==> config.mk <==
export PLATFORM = sky130hd
export DESIGN_NAME = tpsir_top
export DESIGN_NICKNAME = d
export VERILOG_FILES = /design/src/logic/tpsir_pkg.sv /design/src/logic/tpsir_flags.sv /design/src/logic/tpsir_top.sv
export SDC_FILE = /design/constraint.sdc
export NUM_CORES = 1
export LEC_CHECK = 0
export ABC_AREA = 0
export BUFFER_PORTS_ARGS = -buffer_cell sky130_fd_sc_hd__buf_2
export CORE_MARGIN = 10
export CORE_UTILIZATION = 56
export CTS_BUF_LIST = sky130_fd_sc_hd__clkbuf_4
export DETAILED_ROUTE_END_ITERATION = 16
export MAX_ROUTING_LAYER = met4
export PLACE_DENSITY = 0.87
export SKIP_LAST_GASP = 1
export SYNTH_ARGS = -nofsm -noshare
export SYNTH_HDL_FRONTEND = slang
export SYNTH_SLANG_ARGS = --single-unit
==> constraint.sdc <==
create_clock -name CORE_CLK -period 4.3 [get_ports CORE_CLK]
set_input_delay 0.86 -clock CORE_CLK [delete_from_list [all_inputs] [get_ports CORE_CLK]]
set_output_delay 0.86 -clock CORE_CLK [all_outputs]
set_load 0.01 [all_outputs]
==> src/logic/tpsir_pkg.sv <==
package tpsir_pkg;
	// Register offsets
	localparam logic [7:0] OFS_CTRL = 8'h00;
	localparam logic [7:0] OFS_SUMMARY = 8'h02;
	localparam logic [7:0] OFS_PADS = 8'h03;
	localparam logic [7:0] OFS_LAMPS = 8'h04;
	localparam logic [7:0] OFS_DUTY_PULSE2 = 8'h91;
	localparam logic [7:0] OFS_DUTY_BREATHE = 8'h92;
	localparam logic [7:0] OFS_DUTY_DIRECT = 8'h93;
	localparam logic [7:0] OFS_RAMP = 8'h94;
	localparam logic [7:0] OFS_OFF_DELAY = 8'h95;
	localparam logic [7:0] OFS_CAL1 = 8'hb1;
	localparam logic [7:0] OFS_CAL2 = 8'hb2;
	localparam logic [7:0] OFS_CAL3 = 8'hb3;
	localparam logic [7:0] OFS_CAL_LOW = 8'hb9;
	localparam logic [7:0] OFS_PART_ID = 8'hfd;
	localparam logic [7:0] OFS_VENDOR_ID = 8'hfe;
	localparam logic [7:0] OFS_REVISION = 8'hff;

	// Control register fields
	localparam int CTRL_GAIN_HI = 7;
	localparam int CTRL_GAIN_LO = 6;
	localparam int CTRL_STANDBY = 5;
	localparam int CTRL_DEEPEST_IDLE_ENABLE = 4;
	localparam int CTRL_INT = 0;

	// Summary register fields
	localparam int SUM_LAMP = 4;
	localparam int SUM_MANY = 2;
	localparam int SUM_PATTERN = 1;
	localparam int SUM_TOUCH = 0;

	// Reset values
	localparam logic [7:0] RST_CTRL = 8'h00;
	localparam logic [7:0] RST_DUTY = 8'hf0;
	localparam logic [7:0] RST_RAMP = 8'h00;
	localparam logic [7:0] RST_OFF_DELAY = 8'h00;
	localparam logic [7:0] RD_UNMAPPED = 8'h00;
	localparam logic [3:0] RST_GAIN = 4'h1;
	localparam logic [2:0] RST_SCAN = 3'h7;

	// Identification values, arbitrary
	localparam logic [7:0] ID_PART = 8'h11;
	localparam logic [7:0] ID_VENDOR = 8'h22;
	localparam logic [7:0] ID_REVISION = 8'h01;

	// Events from the sensing core and LED engine
	typedef struct packed {
		logic [2:0] touch;
		logic [2:0] lamp_done;
		logic many_press;
		logic pattern;
	} tpsir_core_t;

	// Settings handed to the LED engine
	typedef struct packed {
		logic [7:0] duty_pulse2;
		logic [7:0] duty_breathe;
		logic [7:0] duty_direct;
		logic [7:0] ramp_rates;
		logic [7:0] off_delay;
	} tpsir_lamp_cfg_t;
endpackage

==> src/logic/tpsir_flags.sv <==
module tpsir_flags (
	// Clock and reset
	input wire logic clk,
	input wire logic resetn,
	input wire logic ce,
	// Mode and host actions
	input wire logic standby,
	input wire logic deepest_idle_enable,
	input wire logic int_clear,
	input wire logic pads_read,
	// Events and enables
	input wire tpsir_pkg::tpsir_core_t core,
	input wire logic [2:0] scan_mask,
	input wire logic [2:0] ch_irq_en,
	input wire logic pattern_irq_en,
	// Status
	output logic int_flag,
	output logic [2:0] pads,
	output logic [2:0] lamps,
	output logic pattern,
	output logic many,
	output logic [2:0] release_pulse
);
	logic int_reg, int_next;
	logic [2:0] pads_reg, pads_next;
	logic [2:0] lamps_reg, lamps_next;
	logic [2:0] prev_reg;
	logic [2:0] rel_reg;
	logic pattern_reg, many_reg, deepest_idle_enable_prev_reg;
	logic read_seen_reg, read_seen_next;

	wire [2:0] touch_eff = deepest_idle_enable ? 3'h0 : (core.touch & scan_mask);
	wire [2:0] new_touch = touch_eff & ~prev_reg;
	wire [2:0] lamp_in = deepest_idle_enable ? 3'h0 : core.lamp_done;
	wire pattern_eff = ~deepest_idle_enable & core.pattern;
	wire many_eff = ~deepest_idle_enable & core.many_press;
	wire deepest_idle_enable_entry = deepest_idle_enable & ~deepest_idle_enable_prev_reg;
	// In standby a clear releases the pads only after they have been read
	wire clear_ok = int_clear & (~standby | read_seen_reg);
	wire [2:0] pad_clr = clear_ok ? ~touch_eff : 3'h0;
	// Many-press never raises the flag
	wire int_set = |(new_touch & ch_irq_en) | (pattern_eff & ~pattern_reg & pattern_irq_en)
		| (|lamp_in);

	// Set wins over a host clear
	assign int_next = deepest_idle_enable_entry ? 1'b0 : (int_set | (int_reg & ~int_clear));
	assign pads_next = deepest_idle_enable_entry ? 3'h0 : (touch_eff | (pads_reg & ~pad_clr));
	assign lamps_next = deepest_idle_enable_entry ? 3'h0 : (lamp_in | (lamps_reg & ~{3{int_clear}}));
	assign read_seen_next = pads_read | (read_seen_reg & ~clear_ok & ~deepest_idle_enable_entry);

	always_ff @(posedge clk) begin
		if (!resetn) begin
			int_reg <= 1'b0;
			pads_reg <= 3'h0;
			lamps_reg <= 3'h0;
			prev_reg <= 3'h0;
			rel_reg <= 3'h0;
			pattern_reg <= 1'b0;
			many_reg <= 1'b0;
			deepest_idle_enable_prev_reg <= 1'b0;
			read_seen_reg <= 1'b0;
		end else if (ce) begin
			int_reg <= int_next;
			pads_reg <= pads_next;
			lamps_reg <= lamps_next;
			prev_reg <= touch_eff;
			rel_reg <= prev_reg & ~touch_eff;
			pattern_reg <= pattern_eff;
			many_reg <= many_eff;
			deepest_idle_enable_prev_reg <= deepest_idle_enable;
			read_seen_reg <= read_seen_next;
		end
	end

	assign int_flag = int_reg;
	assign pads = pads_reg;
	assign lamps = lamps_reg;
	assign pattern = pattern_reg;
	assign many = many_reg;
	assign release_pulse = rel_reg;
endmodule

==> src/logic/tpsir_top.sv <==
module tpsir_top (
	// Clock, reset, enable
	input wire logic CORE_CLK,
	input wire logic RESETN,
	input wire logic CE,
	// Register port from serial front end
	input wire logic REG_WR,
	input wire logic REG_RD,
	input wire logic [7:0] REG_ADDR,
	input wire logic [7:0] REG_WDATA,
	output logic [7:0] REG_RDATA,
	// Sensing core and LED engine
	input wire tpsir_pkg::tpsir_core_t CORE_EVENTS,
	input wire logic [29:0] CAL_VALUES,
	// Settings kept by neighbouring registers
	input wire logic [2:0] CH_IRQ_EN,
	input wire logic PATTERN_IRQ_EN,
	input wire logic [2:0] STANDBY_CH_SEL,
	// Control towards core and LEDs
	output logic [3:0] GAIN_MANY_PRESS_BLOCK_FLAG,
	output logic [2:0] SCAN_ENABLE,
	output logic [2:0] PAD_RELEASE,
	output logic LED_FORCE_INACTIVE,
	output logic PWM_HALT,
	output tpsir_pkg::tpsir_lamp_cfg_t LAMP_CFG,
	// Alert pin
	output logic ALERT_N_OUT,
	output logic ALERT_N_OE
);
	logic [7:0] ctrl_reg;
	logic [7:0] duty_p2_reg, duty_br_reg, duty_dir_reg, ramp_reg, off_dly_reg;
	logic [7:0] rdata_reg;
	logic [3:0] gain_reg;
	logic [2:0] scan_reg;
	logic sleep_out_reg;
	logic int_flag, pattern, many;
	logic [2:0] pads, lamps, release_pulse;

	// Address decode
	wire hit_ctrl = (REG_ADDR == tpsir_pkg::OFS_CTRL);
	wire hit_sum = (REG_ADDR == tpsir_pkg::OFS_SUMMARY);
	wire hit_pads = (REG_ADDR == tpsir_pkg::OFS_PADS);
	wire hit_lamps = (REG_ADDR == tpsir_pkg::OFS_LAMPS);
	wire hit_dp2 = (REG_ADDR == tpsir_pkg::OFS_DUTY_PULSE2);
	wire hit_dbr = (REG_ADDR == tpsir_pkg::OFS_DUTY_BREATHE);
	wire hit_ddir = (REG_ADDR == tpsir_pkg::OFS_DUTY_DIRECT);
	wire hit_ramp = (REG_ADDR == tpsir_pkg::OFS_RAMP);
	wire hit_odly = (REG_ADDR == tpsir_pkg::OFS_OFF_DELAY);
	wire hit_cal1 = (REG_ADDR == tpsir_pkg::OFS_CAL1);
	wire hit_cal2 = (REG_ADDR == tpsir_pkg::OFS_CAL2);
	wire hit_cal3 = (REG_ADDR == tpsir_pkg::OFS_CAL3);
	wire hit_call = (REG_ADDR == tpsir_pkg::OFS_CAL_LOW);
	wire hit_part = (REG_ADDR == tpsir_pkg::OFS_PART_ID);
	wire hit_vend = (REG_ADDR == tpsir_pkg::OFS_VENDOR_ID);
	wire hit_rev = (REG_ADDR == tpsir_pkg::OFS_REVISION);
	wire mapped = hit_ctrl | hit_sum | hit_pads | hit_lamps | hit_dp2 | hit_dbr | hit_ddir
		| hit_ramp | hit_odly | hit_cal1 | hit_cal2 | hit_cal3 | hit_call | hit_part
		| hit_vend | hit_rev;

	// Write strobes, unmapped writes fall through
	wire wr_ctrl = REG_WR & hit_ctrl;
	wire wr_dp2 = REG_WR & hit_dp2;
	wire wr_dbr = REG_WR & hit_dbr;
	wire wr_ddir = REG_WR & hit_ddir;
	wire wr_ramp = REG_WR & hit_ramp;
	wire wr_odly = REG_WR & hit_odly;
	wire int_clear = wr_ctrl & ~REG_WDATA[tpsir_pkg::CTRL_INT];
	wire pads_read = REG_RD & hit_pads;

	wire standby = ctrl_reg[tpsir_pkg::CTRL_STANDBY];
	wire deepest_idle_enable = ctrl_reg[tpsir_pkg::CTRL_DEEPEST_IDLE_ENABLE];
	wire [1:0] gain_code = ctrl_reg[tpsir_pkg::CTRL_GAIN_HI:tpsir_pkg::CTRL_GAIN_LO];

	// Status views
	wire [7:0] ctrl_view = {ctrl_reg[7:1], int_flag};
	wire [7:0] sum_view = {3'h0, |lamps, 1'b0, many, pattern, |pads};
	wire [7:0] pads_view = {5'h0, pads};
	wire [7:0] lamps_view = {5'h0, lamps};
	// Calibration readback, high bytes and packed low pairs
	wire [7:0] cal1_view = CAL_VALUES[9:2];
	wire [7:0] cal2_view = CAL_VALUES[19:12];
	wire [7:0] cal3_view = CAL_VALUES[29:22];
	wire [7:0] cal_low_view = {2'h0, CAL_VALUES[21:20], CAL_VALUES[11:10], CAL_VALUES[1:0]};

	// Read selection, zero when nothing matches
	wire [7:0] rd_mux = ({8{hit_ctrl}} & ctrl_view)
		| ({8{hit_sum}} & sum_view)
		| ({8{hit_pads}} & pads_view)
		| ({8{hit_lamps}} & lamps_view)
		| ({8{hit_dp2}} & duty_p2_reg)
		| ({8{hit_dbr}} & duty_br_reg)
		| ({8{hit_ddir}} & duty_dir_reg)
		| ({8{hit_ramp}} & ramp_reg)
		| ({8{hit_odly}} & off_dly_reg)
		| ({8{hit_cal1}} & cal1_view)
		| ({8{hit_cal2}} & cal2_view)
		| ({8{hit_cal3}} & cal3_view)
		| ({8{hit_call}} & cal_low_view)
		| ({8{hit_part}} & tpsir_pkg::ID_PART)
		| ({8{hit_vend}} & tpsir_pkg::ID_VENDOR)
		| ({8{hit_rev}} & tpsir_pkg::ID_REVISION);

	// Control register; the flag bit itself lives in the flag logic
	wire [7:0] ctrl_next = wr_ctrl ? {REG_WDATA[7:4], 4'h0} : ctrl_reg;
	wire [3:0] gain_next = 4'h1 << ctrl_next[tpsir_pkg::CTRL_GAIN_HI:tpsir_pkg::CTRL_GAIN_LO];
	wire deepest_idle_enable_next = ctrl_next[tpsir_pkg::CTRL_DEEPEST_IDLE_ENABLE];
	wire [2:0] scan_next = deepest_idle_enable_next ? 3'h0
		: (ctrl_next[tpsir_pkg::CTRL_STANDBY] ? STANDBY_CH_SEL : tpsir_pkg::RST_SCAN);

	always_ff @(posedge CORE_CLK) begin
		if (!RESETN) begin
			ctrl_reg <= tpsir_pkg::RST_CTRL;
			gain_reg <= tpsir_pkg::RST_GAIN;
			scan_reg <= tpsir_pkg::RST_SCAN;
			sleep_out_reg <= 1'b0;
		end else if (CE) begin
			ctrl_reg <= ctrl_next;
			gain_reg <= gain_next;
			scan_reg <= scan_next;
			sleep_out_reg <= deepest_idle_enable_next;
		end
	end

	// LED settings, untouched by standby
	always_ff @(posedge CORE_CLK) begin
		if (!RESETN) begin
			duty_p2_reg <= tpsir_pkg::RST_DUTY;
			duty_br_reg <= tpsir_pkg::RST_DUTY;
			duty_dir_reg <= tpsir_pkg::RST_DUTY;
			ramp_reg <= tpsir_pkg::RST_RAMP;
			off_dly_reg <= tpsir_pkg::RST_OFF_DELAY;
		end else if (CE) begin
			if (wr_dp2) begin
				duty_p2_reg <= REG_WDATA;
			end
			if (wr_dbr) begin
				duty_br_reg <= REG_WDATA;
			end
			if (wr_ddir) begin
				duty_dir_reg <= REG_WDATA;
			end
			if (wr_ramp) begin
				ramp_reg <= REG_WDATA;
			end
			if (wr_odly) begin
				off_dly_reg <= REG_WDATA;
			end
		end
	end

	always_ff @(posedge CORE_CLK) begin
		if (!RESETN) begin
			rdata_reg <= tpsir_pkg::RD_UNMAPPED;
		end else if (CE && REG_RD) begin
			rdata_reg <= rd_mux;
		end
	end

	tpsir_flags u_flags (
		.clk(CORE_CLK),
		.resetn(RESETN),
		.ce(CE),
		.standby(standby),
		.deepest_idle_enable(deepest_idle_enable),
		.int_clear(int_clear),
		.pads_read(pads_read),
		.core(CORE_EVENTS),
		.scan_mask(scan_reg),
		.ch_irq_en(CH_IRQ_EN),
		.pattern_irq_en(PATTERN_IRQ_EN),
		.int_flag(int_flag),
		.pads(pads),
		.lamps(lamps),
		.pattern(pattern),
		.many(many),
		.release_pulse(release_pulse)
	);

	assign REG_RDATA = rdata_reg;
	assign GAIN_MANY_PRESS_BLOCK_FLAG = gain_reg;
	assign SCAN_ENABLE = scan_reg;
	assign PAD_RELEASE = release_pulse;
	// Standby never forces LEDs; only deep sleep does
	assign LED_FORCE_INACTIVE = sleep_out_reg;
	assign PWM_HALT = sleep_out_reg;
	assign LAMP_CFG = {duty_p2_reg, duty_br_reg, duty_dir_reg, ramp_reg, off_dly_reg};
	// Open drain: pull low while pending
	assign ALERT_N_OUT = 1'b0;
	assign ALERT_N_OE = int_flag;

	// Checks
	// No enabled source active this cycle
	wire quiet_sources = ((CORE_EVENTS.touch & CH_IRQ_EN) == 3'h0) && !PATTERN_IRQ_EN
		&& (CORE_EVENTS.lamp_done == 3'h0);
endmodule

# After elaboration in Yosys (flattened, before gate mapping)
# Index checks and enable logic that the tools add are counted.
# classes
n_mux	9
bitwise_logic	70
shifts	1
n_reduce_logical	11
eq_ne	15
# ops
operator	n
== test 8 bit, second input constant	12
bitwise OR 8 bit	12
AND 8 bit	9
two-way mux 3 bit	7
AND 3 bit	6
AND 1 bit	17
AND 8 x 3 -> 8 bit	2
== test 8 x 2 -> 1 bit, second input constant	2
NOT 3 bit	4
OR reduction 3 bit	4
AND reduction 2 bit	5
AND 8 x 5 -> 8 bit	1
AND 8 x 6 -> 8 bit	1
== test 8 x 3 -> 1 bit, second input constant	1
logical NOT 8 bit	1
two-way mux 8 bit	1
NOT 1 bit	8
bitwise OR 8 x 1 -> 8 bit	1
bitwise OR 8 x 5 -> 8 bit	1
bitwise OR 8 x 6 -> 8 bit	1
bitwise OR 3 bit	2
bitwise OR 1 bit	5
<< shifter 1 x 2 -> 4 bit, first input constant	1
logical AND 1 bit	1
two-way mux 1 bit	1
# word_totals
ff_bits	77

# Depth between registers and ports, before layout
# Gate-level depths: netlist of the first run.
# depth
depth_word	17
ltp_mapped	8

# Cells and area by module
# A second synthesis of the first run with hierarchy kept.
# unflattened
cells_unflattened	458
hier_area_um2	3908.7
# by_module_without_submodules
module	cells_each	seq_area_each_um2	area_per_inst_um2	instances
tpsir_top	381	1181.1	3184.3	1
tpsir_flags	77	340.3	724.4	1

# Worst setup path before layout of the first run
# Ideal clock, no wire load.
# synth_timing
path_kind	input -> register
startpoint	input REG_ADDR[5]
endpoint	register gain_reg[2], in the netlist GAIN_MANY_PRESS_BLOCK_FLAG[2]
path_stages	7
n_path_buf	3
required_time_ps	4212
setup_ps	88
arrival_ps	2698
setup_slack_ps	1514
cell_sequence	buf_6 -> or4_4 -> buf_6 -> or3_4 -> buf_6 -> or3b_1 -> a311oi_2
# synth_via
elab_chain_len	4
# synth_lines
item	line_no	rtl
start, declared	tpsir_top.sv:9	input wire logic [7:0] REG_ADDR,
logical NOT 8 bit	tpsir_top.sv:40	wire hit_ctrl = (REG_ADDR == tpsir_pkg::OFS_CTRL);
AND 1 bit	tpsir_top.sv:61	wire wr_ctrl = REG_WR & hit_ctrl;
two-way mux 8 bit	tpsir_top.sv:104	wire [7:0] ctrl_next = wr_ctrl ? {REG_WDATA[7:4], 4'h0} : ctrl_reg;
<< shifter 1 x 2 -> 4 bit	tpsir_top.sv:105	wire [3:0] gain_next = 4'h1 << ctrl_next[tpsir_pkg::CTRL_GAIN_HI:tpsir_pkg::CTRL_GAIN_LO];
end signal, assigned	tpsir_top.sv:113	gain_reg <= tpsir_pkg::RST_GAIN;
end signal, assigned	tpsir_top.sv:118	gain_reg <= gain_next;
end, declared	tpsir_top.sv:33	logic [3:0] gain_reg;
# No other way between the ends.
# A chain may end at the register's enable or synchronous reset.

# Worst setup path in the final report of the first run
# layout_timing
startpoint	input REG_ADDR[0]
endpoint	register off_dly_reg[5]
# layout_via
elab_chain_len	3
# layout_lines
item	line_no	rtl
== test 8 bit	tpsir_top.sv:48	wire hit_odly = (REG_ADDR == tpsir_pkg::OFS_OFF_DELAY);
AND 1 bit	tpsir_top.sv:66	wire wr_odly = REG_WR & hit_odly;
AND reduction 2 bit (no line)	-	
end signal, assigned	tpsir_top.sv:131	off_dly_reg <= tpsir_pkg::RST_OFF_DELAY;
end, declared	tpsir_top.sv:31	logic [7:0] duty_p2_reg, duty_br_reg, duty_dir_reg, ramp_reg, off_dly_reg;
# No other way between the ends.

==> metrics, run 1 <==
initial antenna violation count 0; H-tree levels 3; Final Hold Violating Endpoints 0; Max-cap violations 0; Syn Area/Cell 8.57 µm²; I/O pin total about 130; hold buffers post-CTS 0; core area 6460 µm²; die footprint 10500 µm²; final wirelength 12.6 mm; Reg clk slew, reported paths roughly 0.12 ns; Synth Flop Type dfxtp_1; Hold Path Sink u_flags.release_pulse[1]; Area Overhead vs Synth 20.3%; ant diodes 0; post-synthesis cell count 442; gr ovfl total 0; Post-synth EDFFs 0; FF/Latch Area 1520 µm²; share of layout cells above drive strength 1 28.0%; Worst Hold Depth 2; leading cell type in the layout, fill and taps excluded buf_2; max_slew headroom 41.2%; Syn. warnings 0; CTS tree built; reg-to-reg endpoint u_flags.int_flag; first-pass GRT wire length around 20 mm; slowest CP cell nor2b_1; clk sink count 76; fin crit share 63.1%; # fillers 537; final worst clock skew 0.0110 ns; HPWL after detailed placement roughly 9.7 mm; syn nets 508; Async SR Flop Fraction 0%; worst skew pair latency 0.43 ns; gpl congestion 0.940; Final nets between 600 and 700; Initial DRC Count 416; GRT Overall Usage roughly a quarter; Req. time, crit path 4.61 ns; Min-Delay Startpoint u_flags.release_pulse[1]; most frequent cells in the layout buf_2 (126), dfxtp_1 (76), nor2_1 (57); maximum VDD drop 0.170 mV; maximum clock rate between 300 and 400 MHz; Yosys reg bits 76; Worst Tran Pin Value 0.869 ns; CP endpoint kind flop; reg2reg start ctrl_reg[4]; vias between 3000 and 4000; unrepaired setup endpoints after global routing no; Leakage slightly below 0.002 µW; sequential area share after synthesis 40.1%; status complete, no violations; number of vias per cell 6.20; first-pass iteration count of the detailed router 7; Yosys cell types between 50 and 60; Post-CTS Setup Inserts 0; DRT antenna net count 0; Setup TNS 0 ns; hold slack 0.475 ns; critical-path cell list buf_2 > nor2b_1 > and4_1 > nand3_1 > mux2i_1 > nor2_1; Chip Height 102 µm; CP Launch Type input port; Initial Util about 59%; setup violators final 0; Crit Path Category in2reg; FF-to-FF setup slack roughly 2.5 ns; crit path DAT 3.02 ns; fin crit period roughly 2.7 ns; DRC 0; Final Slew Violations 0; Critical Path Max Stage Delay around 0.49 ns; P per Cell Area 309 nW/µm²; total power roughly 1400 µW; Min-Delay Path Class reg2reg; Rows 29; Resized Gates After CTS 0; critical path peak fanout 27; Worst Reg-to-Reg Cells 5; area of the mapped netlist 3790 µm²; Post-Place Cells 615; vias in the first global route 3952; largest net degree at the start of global routing 31; Final Non-Filler Cells 631; Bufs on Longest Clock Path 2; multi-input logic area 2080 µm²; Routed WL per cell 20.0 µm; CTS Root Cell clkbuf_4; TritonCTS buffer count 9; PortBufs 126; Die W slightly above 100 µm
==> how the worst max path moves through the flow <==
| stage | startpoint | endpoint | slack, ns | depth (start not counted) |
|---|---|---|---|---|
| after floorplan | REG_ADDR[5] | GAIN_MANY_PRESS_BLOCK_FLAG[2] | 1.51 | 7 |
| after global placement | REG_ADDR[0] | off_dly_reg[6] | 1.34 | 6 |
| after detailed placement | REG_ADDR[0] | off_dly_reg[4] | 1.22 | 6 |
| after CTS | REG_ADDR[0] | off_dly_reg[5] | 1.66 | 6 |
| after global routing | REG_ADDR[0] | off_dly_reg[0] | 1.43 | 6 |
| final | REG_ADDR[0] | off_dly_reg[5] | 1.59 | 6 |
==> routing by layer <==
metal,global-route usage [%],vias up,wire length (µm)
met5,-,-,0
met4,9.87,0,376
met3,7.15,40,1230
met2,39.4,233,6110
met1,28.5,1821,4930
li1,-,1816,-
==> Yosys cell counts (all sizes together) (4+ instances only) <==
cell,count,area [µm²]
a21oi,22,110
a221oi,4,35.0
a22o,9,78.8
a22oi,15,113
a311oi,4,41.3
buf,9,65.1
clkbuf,27,101
dfxtp,76,1520
inv,5,18.8
mux2i,51,510
nand2,47,176
nand3,14,70.1
nand3b,4,30.0
nor2,57,214
nor2b,11,68.8
nor3,7,35.0
o21ai,24,120
or3b,4,35.0
==> power breakdown <==
part           internal, µW  switching, µW  leakage [µW]
Clock                   242            255     0.0000842
Sequential              722           15.6      0.000618
Combinational          71.0            102       0.00128
Total                  1040            373       0.00198
==> through the flow <==
stage | instance area (µm²) | setup slack (ns) | util (%)
2_1_floorplan | 3790 | 1.51 | -
3_3_place_gp | 4400 | 1.34 | 68.1
3_5_place_dp | 4400 | 1.22 | 68.1
4_1_cts | 4560 | 1.66 | 70.6
5_1_grt | 4560 | 1.43 | 70.6
6_report | 4560 | 1.59 | 70.6
==> cell type report <==
| cell class | count | share of cell area, % |
|---|---|---|
| clock inverter | 6 | 1.95 |
| clock buffer | 10 | 1.65 |
| tap | 77 | 2.11 |
| multi-input combinational | 325 | 45.7 |
| timing repair buffer | 132 | 14.8 |
| sequential | 76 | 33.4 |
| inverter | 5 | 0.412 |
==> kinds of logic after synthesis <==
logic type | share of synthesized area (%)
other | 0.0989
buffers and inverters | 4.89
and+or+nand+nor | 21.8
DFF | 40.1
AOI/OAI and AO/OA | 18.3
muxes | 14.8
==> worst max-delay path, delay by kind of cell <==
kind	cells	cell delay (ns)
buf+inv	1	0.42
mux	1	0.30
simple gates	4	1.43
No activity file was read; power rests on OpenSTA's default activity.
==> run 2: changes to the inputs <==
ABC_AREA = 1   (was 0)
CORE_UTILIZATION = 48   (was 56)
PLACE_DENSITY = 0.78   (was 0.87)
clock period = 2.3 ns   (was 4.3 ns; I/O delays follow)
==> metrics, run 2 <==
final worst clock skew 0.0184 ns (was 0.0110 ns); FF-to-FF setup slack 0.87 ns (was 2.54 ns); GRT Overall Usage 22.0% (was 24.7%); internal power 1900 µW (was 1040 µW); Leakage 0.00250 µW (was 0.00198 µW); fin crit period between 1.5 and 2 ns; Syn. warnings 0 (unchanged); synth top area cells dfxtp_1 (38%), nand2_1 (14%), nand3_1 (7.5%) (was dfxtp_1 (40%), mux2i_1 (13%), nor2_1 (5.6%)); Chip Height 112 µm (was 102 µm); fin crit share 72.4%; PortBufs 126 (unchanged); NetSw 708 µW (was 373 µW); met2 wire length 6.24 mm (was 6.11 mm); Initial DRC Count 358 (was 416); Synth Flop Type dfxtp_1 (unchanged); number of vias per cell 5.32 (was 6.20); post-synthesis cell count 595 (was 442); Comb power frac 12.8% (was 12.3%); HPWL after detailed placement 11.0 mm (was 9.71 mm); count leader, synth nand2_1 (was dfxtp_1); vias in the first global route 4278 (was 3952); clk sink count 76 (unchanged); worst skew pair latency 0.42 ns (was 0.43 ns); crit path DAT 1.21 ns (was 3.02 ns); final wirelength 13.9 mm (was 12.6 mm); CP Launch Type flop (was input port); Critical Path Max Stage Delay 0.58 ns (was 0.49 ns); TritonCTS buffer count 9 (unchanged); Worst Path Buf+Inv 1 (unchanged); post-synth top area cell dfxtp_1 (unchanged); Worst Setup Slack, final 0.635 ns (was 1.59 ns); Async SR Flop Fraction 0% (unchanged); cell family with most CP delay flip-flops (was simple AND/OR/NAND/NOR gates); critical path peak fanout 11 (was 27); WL met1 6.32 mm (was 4.93 mm); gpl congestion 1.02 (was 0.940); syn nets 661 (was 508); Setup TNS 0 ns (unchanged); leading cell type in the layout, fill and taps excluded nand2_1 (was buf_2); CP endpoint kind primary output (was flop); total power 2610 µW (was 1410 µW); setup violators final 0 (unchanged); Min-Delay Path Class in2reg (was reg2reg); critical-path cell list buf_2 (was buf_2 > nor2b_1 > and4_1 > nand3_1 > mux2i_1 > nor2_1); unrepaired setup endpoints after global routing no (unchanged); H-tree levels 3 (unchanged); Reg clk slew, reported paths 0.12 ns (about the same); die footprint 12400 µm² (was 10500 µm²); Commonest cells post-synth nand2_1 (152), dfxtp_1 (76), nor2_1 (76) (was dfxtp_1 (76), nor2_1 (57), mux2i_1 (51)); Die W 112 µm (was 102 µm); post-place setup slack 0.465 ns (was 1.22 ns); initial antenna violation count 0 (unchanged); Final nets 785 (was 615); Resized Gates After CTS 0 (unchanged); Final Slew Violations 0 (unchanged); DRT antenna net count 0 (unchanged); Routed WL per cell 16.8 µm (was 20.0 µm); max_slew headroom 51.0% (was 41.2%); maximum VDD drop 0.416 mV (was 0.170 mV); # fillers 790 (was 537); gr ovfl total 0 (unchanged); top sig layer met4 (unchanged); met3 routed WL 1.06 mm (was 1.23 mm); core area 8180 µm² (was 6460 µm²); status complete, no violations (unchanged); utilization after layout 59.4% (was 70.6%); DRC 0 (unchanged); Yosys cell types 33 (was 55); CTS tree built (unchanged); Crit Path Category reg2out (was in2reg); Clk pwr share 34.3% (was 35.3%); Post-synth EDFFs 0 (unchanged); Max-cap violations 0 (unchanged); maximum clock rate around 600 MHz; sequential area share after synthesis 37.8% (was 40.1%); Yosys top cell area share 37.8% (was 40.1%); first-pass iteration count of the detailed router 5 (was 7); Rows 33 (was 29); largest net degree at the start of global routing 42 (was 31); I/O pin total 128 (unchanged); Syn Area/Cell 6.76 µm² (was 8.57 µm²); Post-CTS Setup Inserts 0 (unchanged); P per Cell Area 537 nW/µm² (was 309 nW/µm²); slowest CP cell dfxtp_1 (was nor2b_1); Initial Util 49.2% (was 58.7%); Final Hold Violating Endpoints 0 (unchanged); CTS Root Cell clkbuf_4 (unchanged); area of the mapped netlist 4020 µm² (was 3790 µm²); hold buffers post-CTS 0 (unchanged); share of layout cells above drive strength 1 27.3% (was 28.0%); first-pass GRT wire length 22.0 mm (was 19.9 mm); vias 4396 (was 3910); Sequential Power Share 52.8% (was 52.4%); Bufs on Longest Clock Path 2 (unchanged); Worst Tran Pin Value 0.735 ns (was 0.869 ns); Yosys reg bits 76 (unchanged); ant diodes 0 (unchanged); Area Overhead vs Synth 20.8% (was 20.3%); Switching Share 27.1% (was 26.5%); Req. time, crit path 1.84 ns (was 4.61 ns); most frequent cells in the layout nand2_1 (152), buf_2 (126), dfxtp_1 (76), nor2_1 (76), nand3_1 (60) (was buf_2 (126), dfxtp_1 (76), nor2_1 (57))
[run 2: cell type report]
| type | instances | area (µm²) | share of cell area [%] |
|---|---|---|---|
| Tap cell | 105 | 131 | 2.70 |
| Clock inverter | 5 | 78.8 | 1.62 |
| Clock buffer | 9 | 67.6 | 1.39 |
| Inverter | 59 | 241 | 4.97 |
| Multi-Input combinational cell | 438 | 2120 | 43.6 |
| Timing Repair Buffer | 135 | 698 | 14.4 |
| Sequential cell | 76 | 1520 | 31.3 |
[run 2: cell families (layout without fill, tap and decap cells)]
group | count (synthesis) | count (layout) | synth area share (%)
other cells | 1 | 1 | 0.0933
simple gates | 327 | 327 | 37.1
compound gates | 110 | 110 | 15.5
flops | 76 | 76 | 37.8
buf+inv | 81 | 208 | 9.46
[run 2: final timing paths]
| path | startpoint | endpoint | depth (start not counted) |
|---|---|---|---|
| max | ctrl_reg[4] | LED_FORCE_INACTIVE | 1 |
| min | STANDBY_CH_SEL[1] | SCAN_ENABLE[1] | 3 |
| max reg2reg | u_flags.lamps[1] | REG_RDATA[4] | 7 |
| min reg2reg | u_flags.release_pulse[0] | u_flags.release_pulse[0] | 2 |
[run 2: metal layers]
metal	vias to the layer above	GRT usage (%)
li1	2170	-
met1	1996	29.0
met2	208	33.5
met3	22	4.51
met4	0	5.91
met5	-	-
[run 2: through the flow]
step | hold slack, ns | cell area, µm² | instances
finish | 0.248 | 4860 | 827
global route | 0.252 | 4860 | 827
CTS | 0.231 | 4860 | 827
detailed placement | 0.454 | 4710 | 813
global placement | 0.450 | 4710 | 813
floorplan | 0.436 | 4020 | 595
[run 2: worst min-delay path, stage by stage]
cell     delay, ns
buf_2         0.08
o21ai_1       0.06
nand2_1       0.05
[run 2: power groups by stage]
| stage | clock network, µW | registers, µW | logic [µW] |
|---|---|---|---|
| final | 896 | 1380 | 335 |
| after global routing | 963 | 1380 | 373 |
| after CTS | 912 | 1380 | 332 |
| after detailed placement | 0 | 1410 | 330 |
| after global placement | 0 | 1410 | 327 |
| after floorplan | 0 | 1410 | 182 |
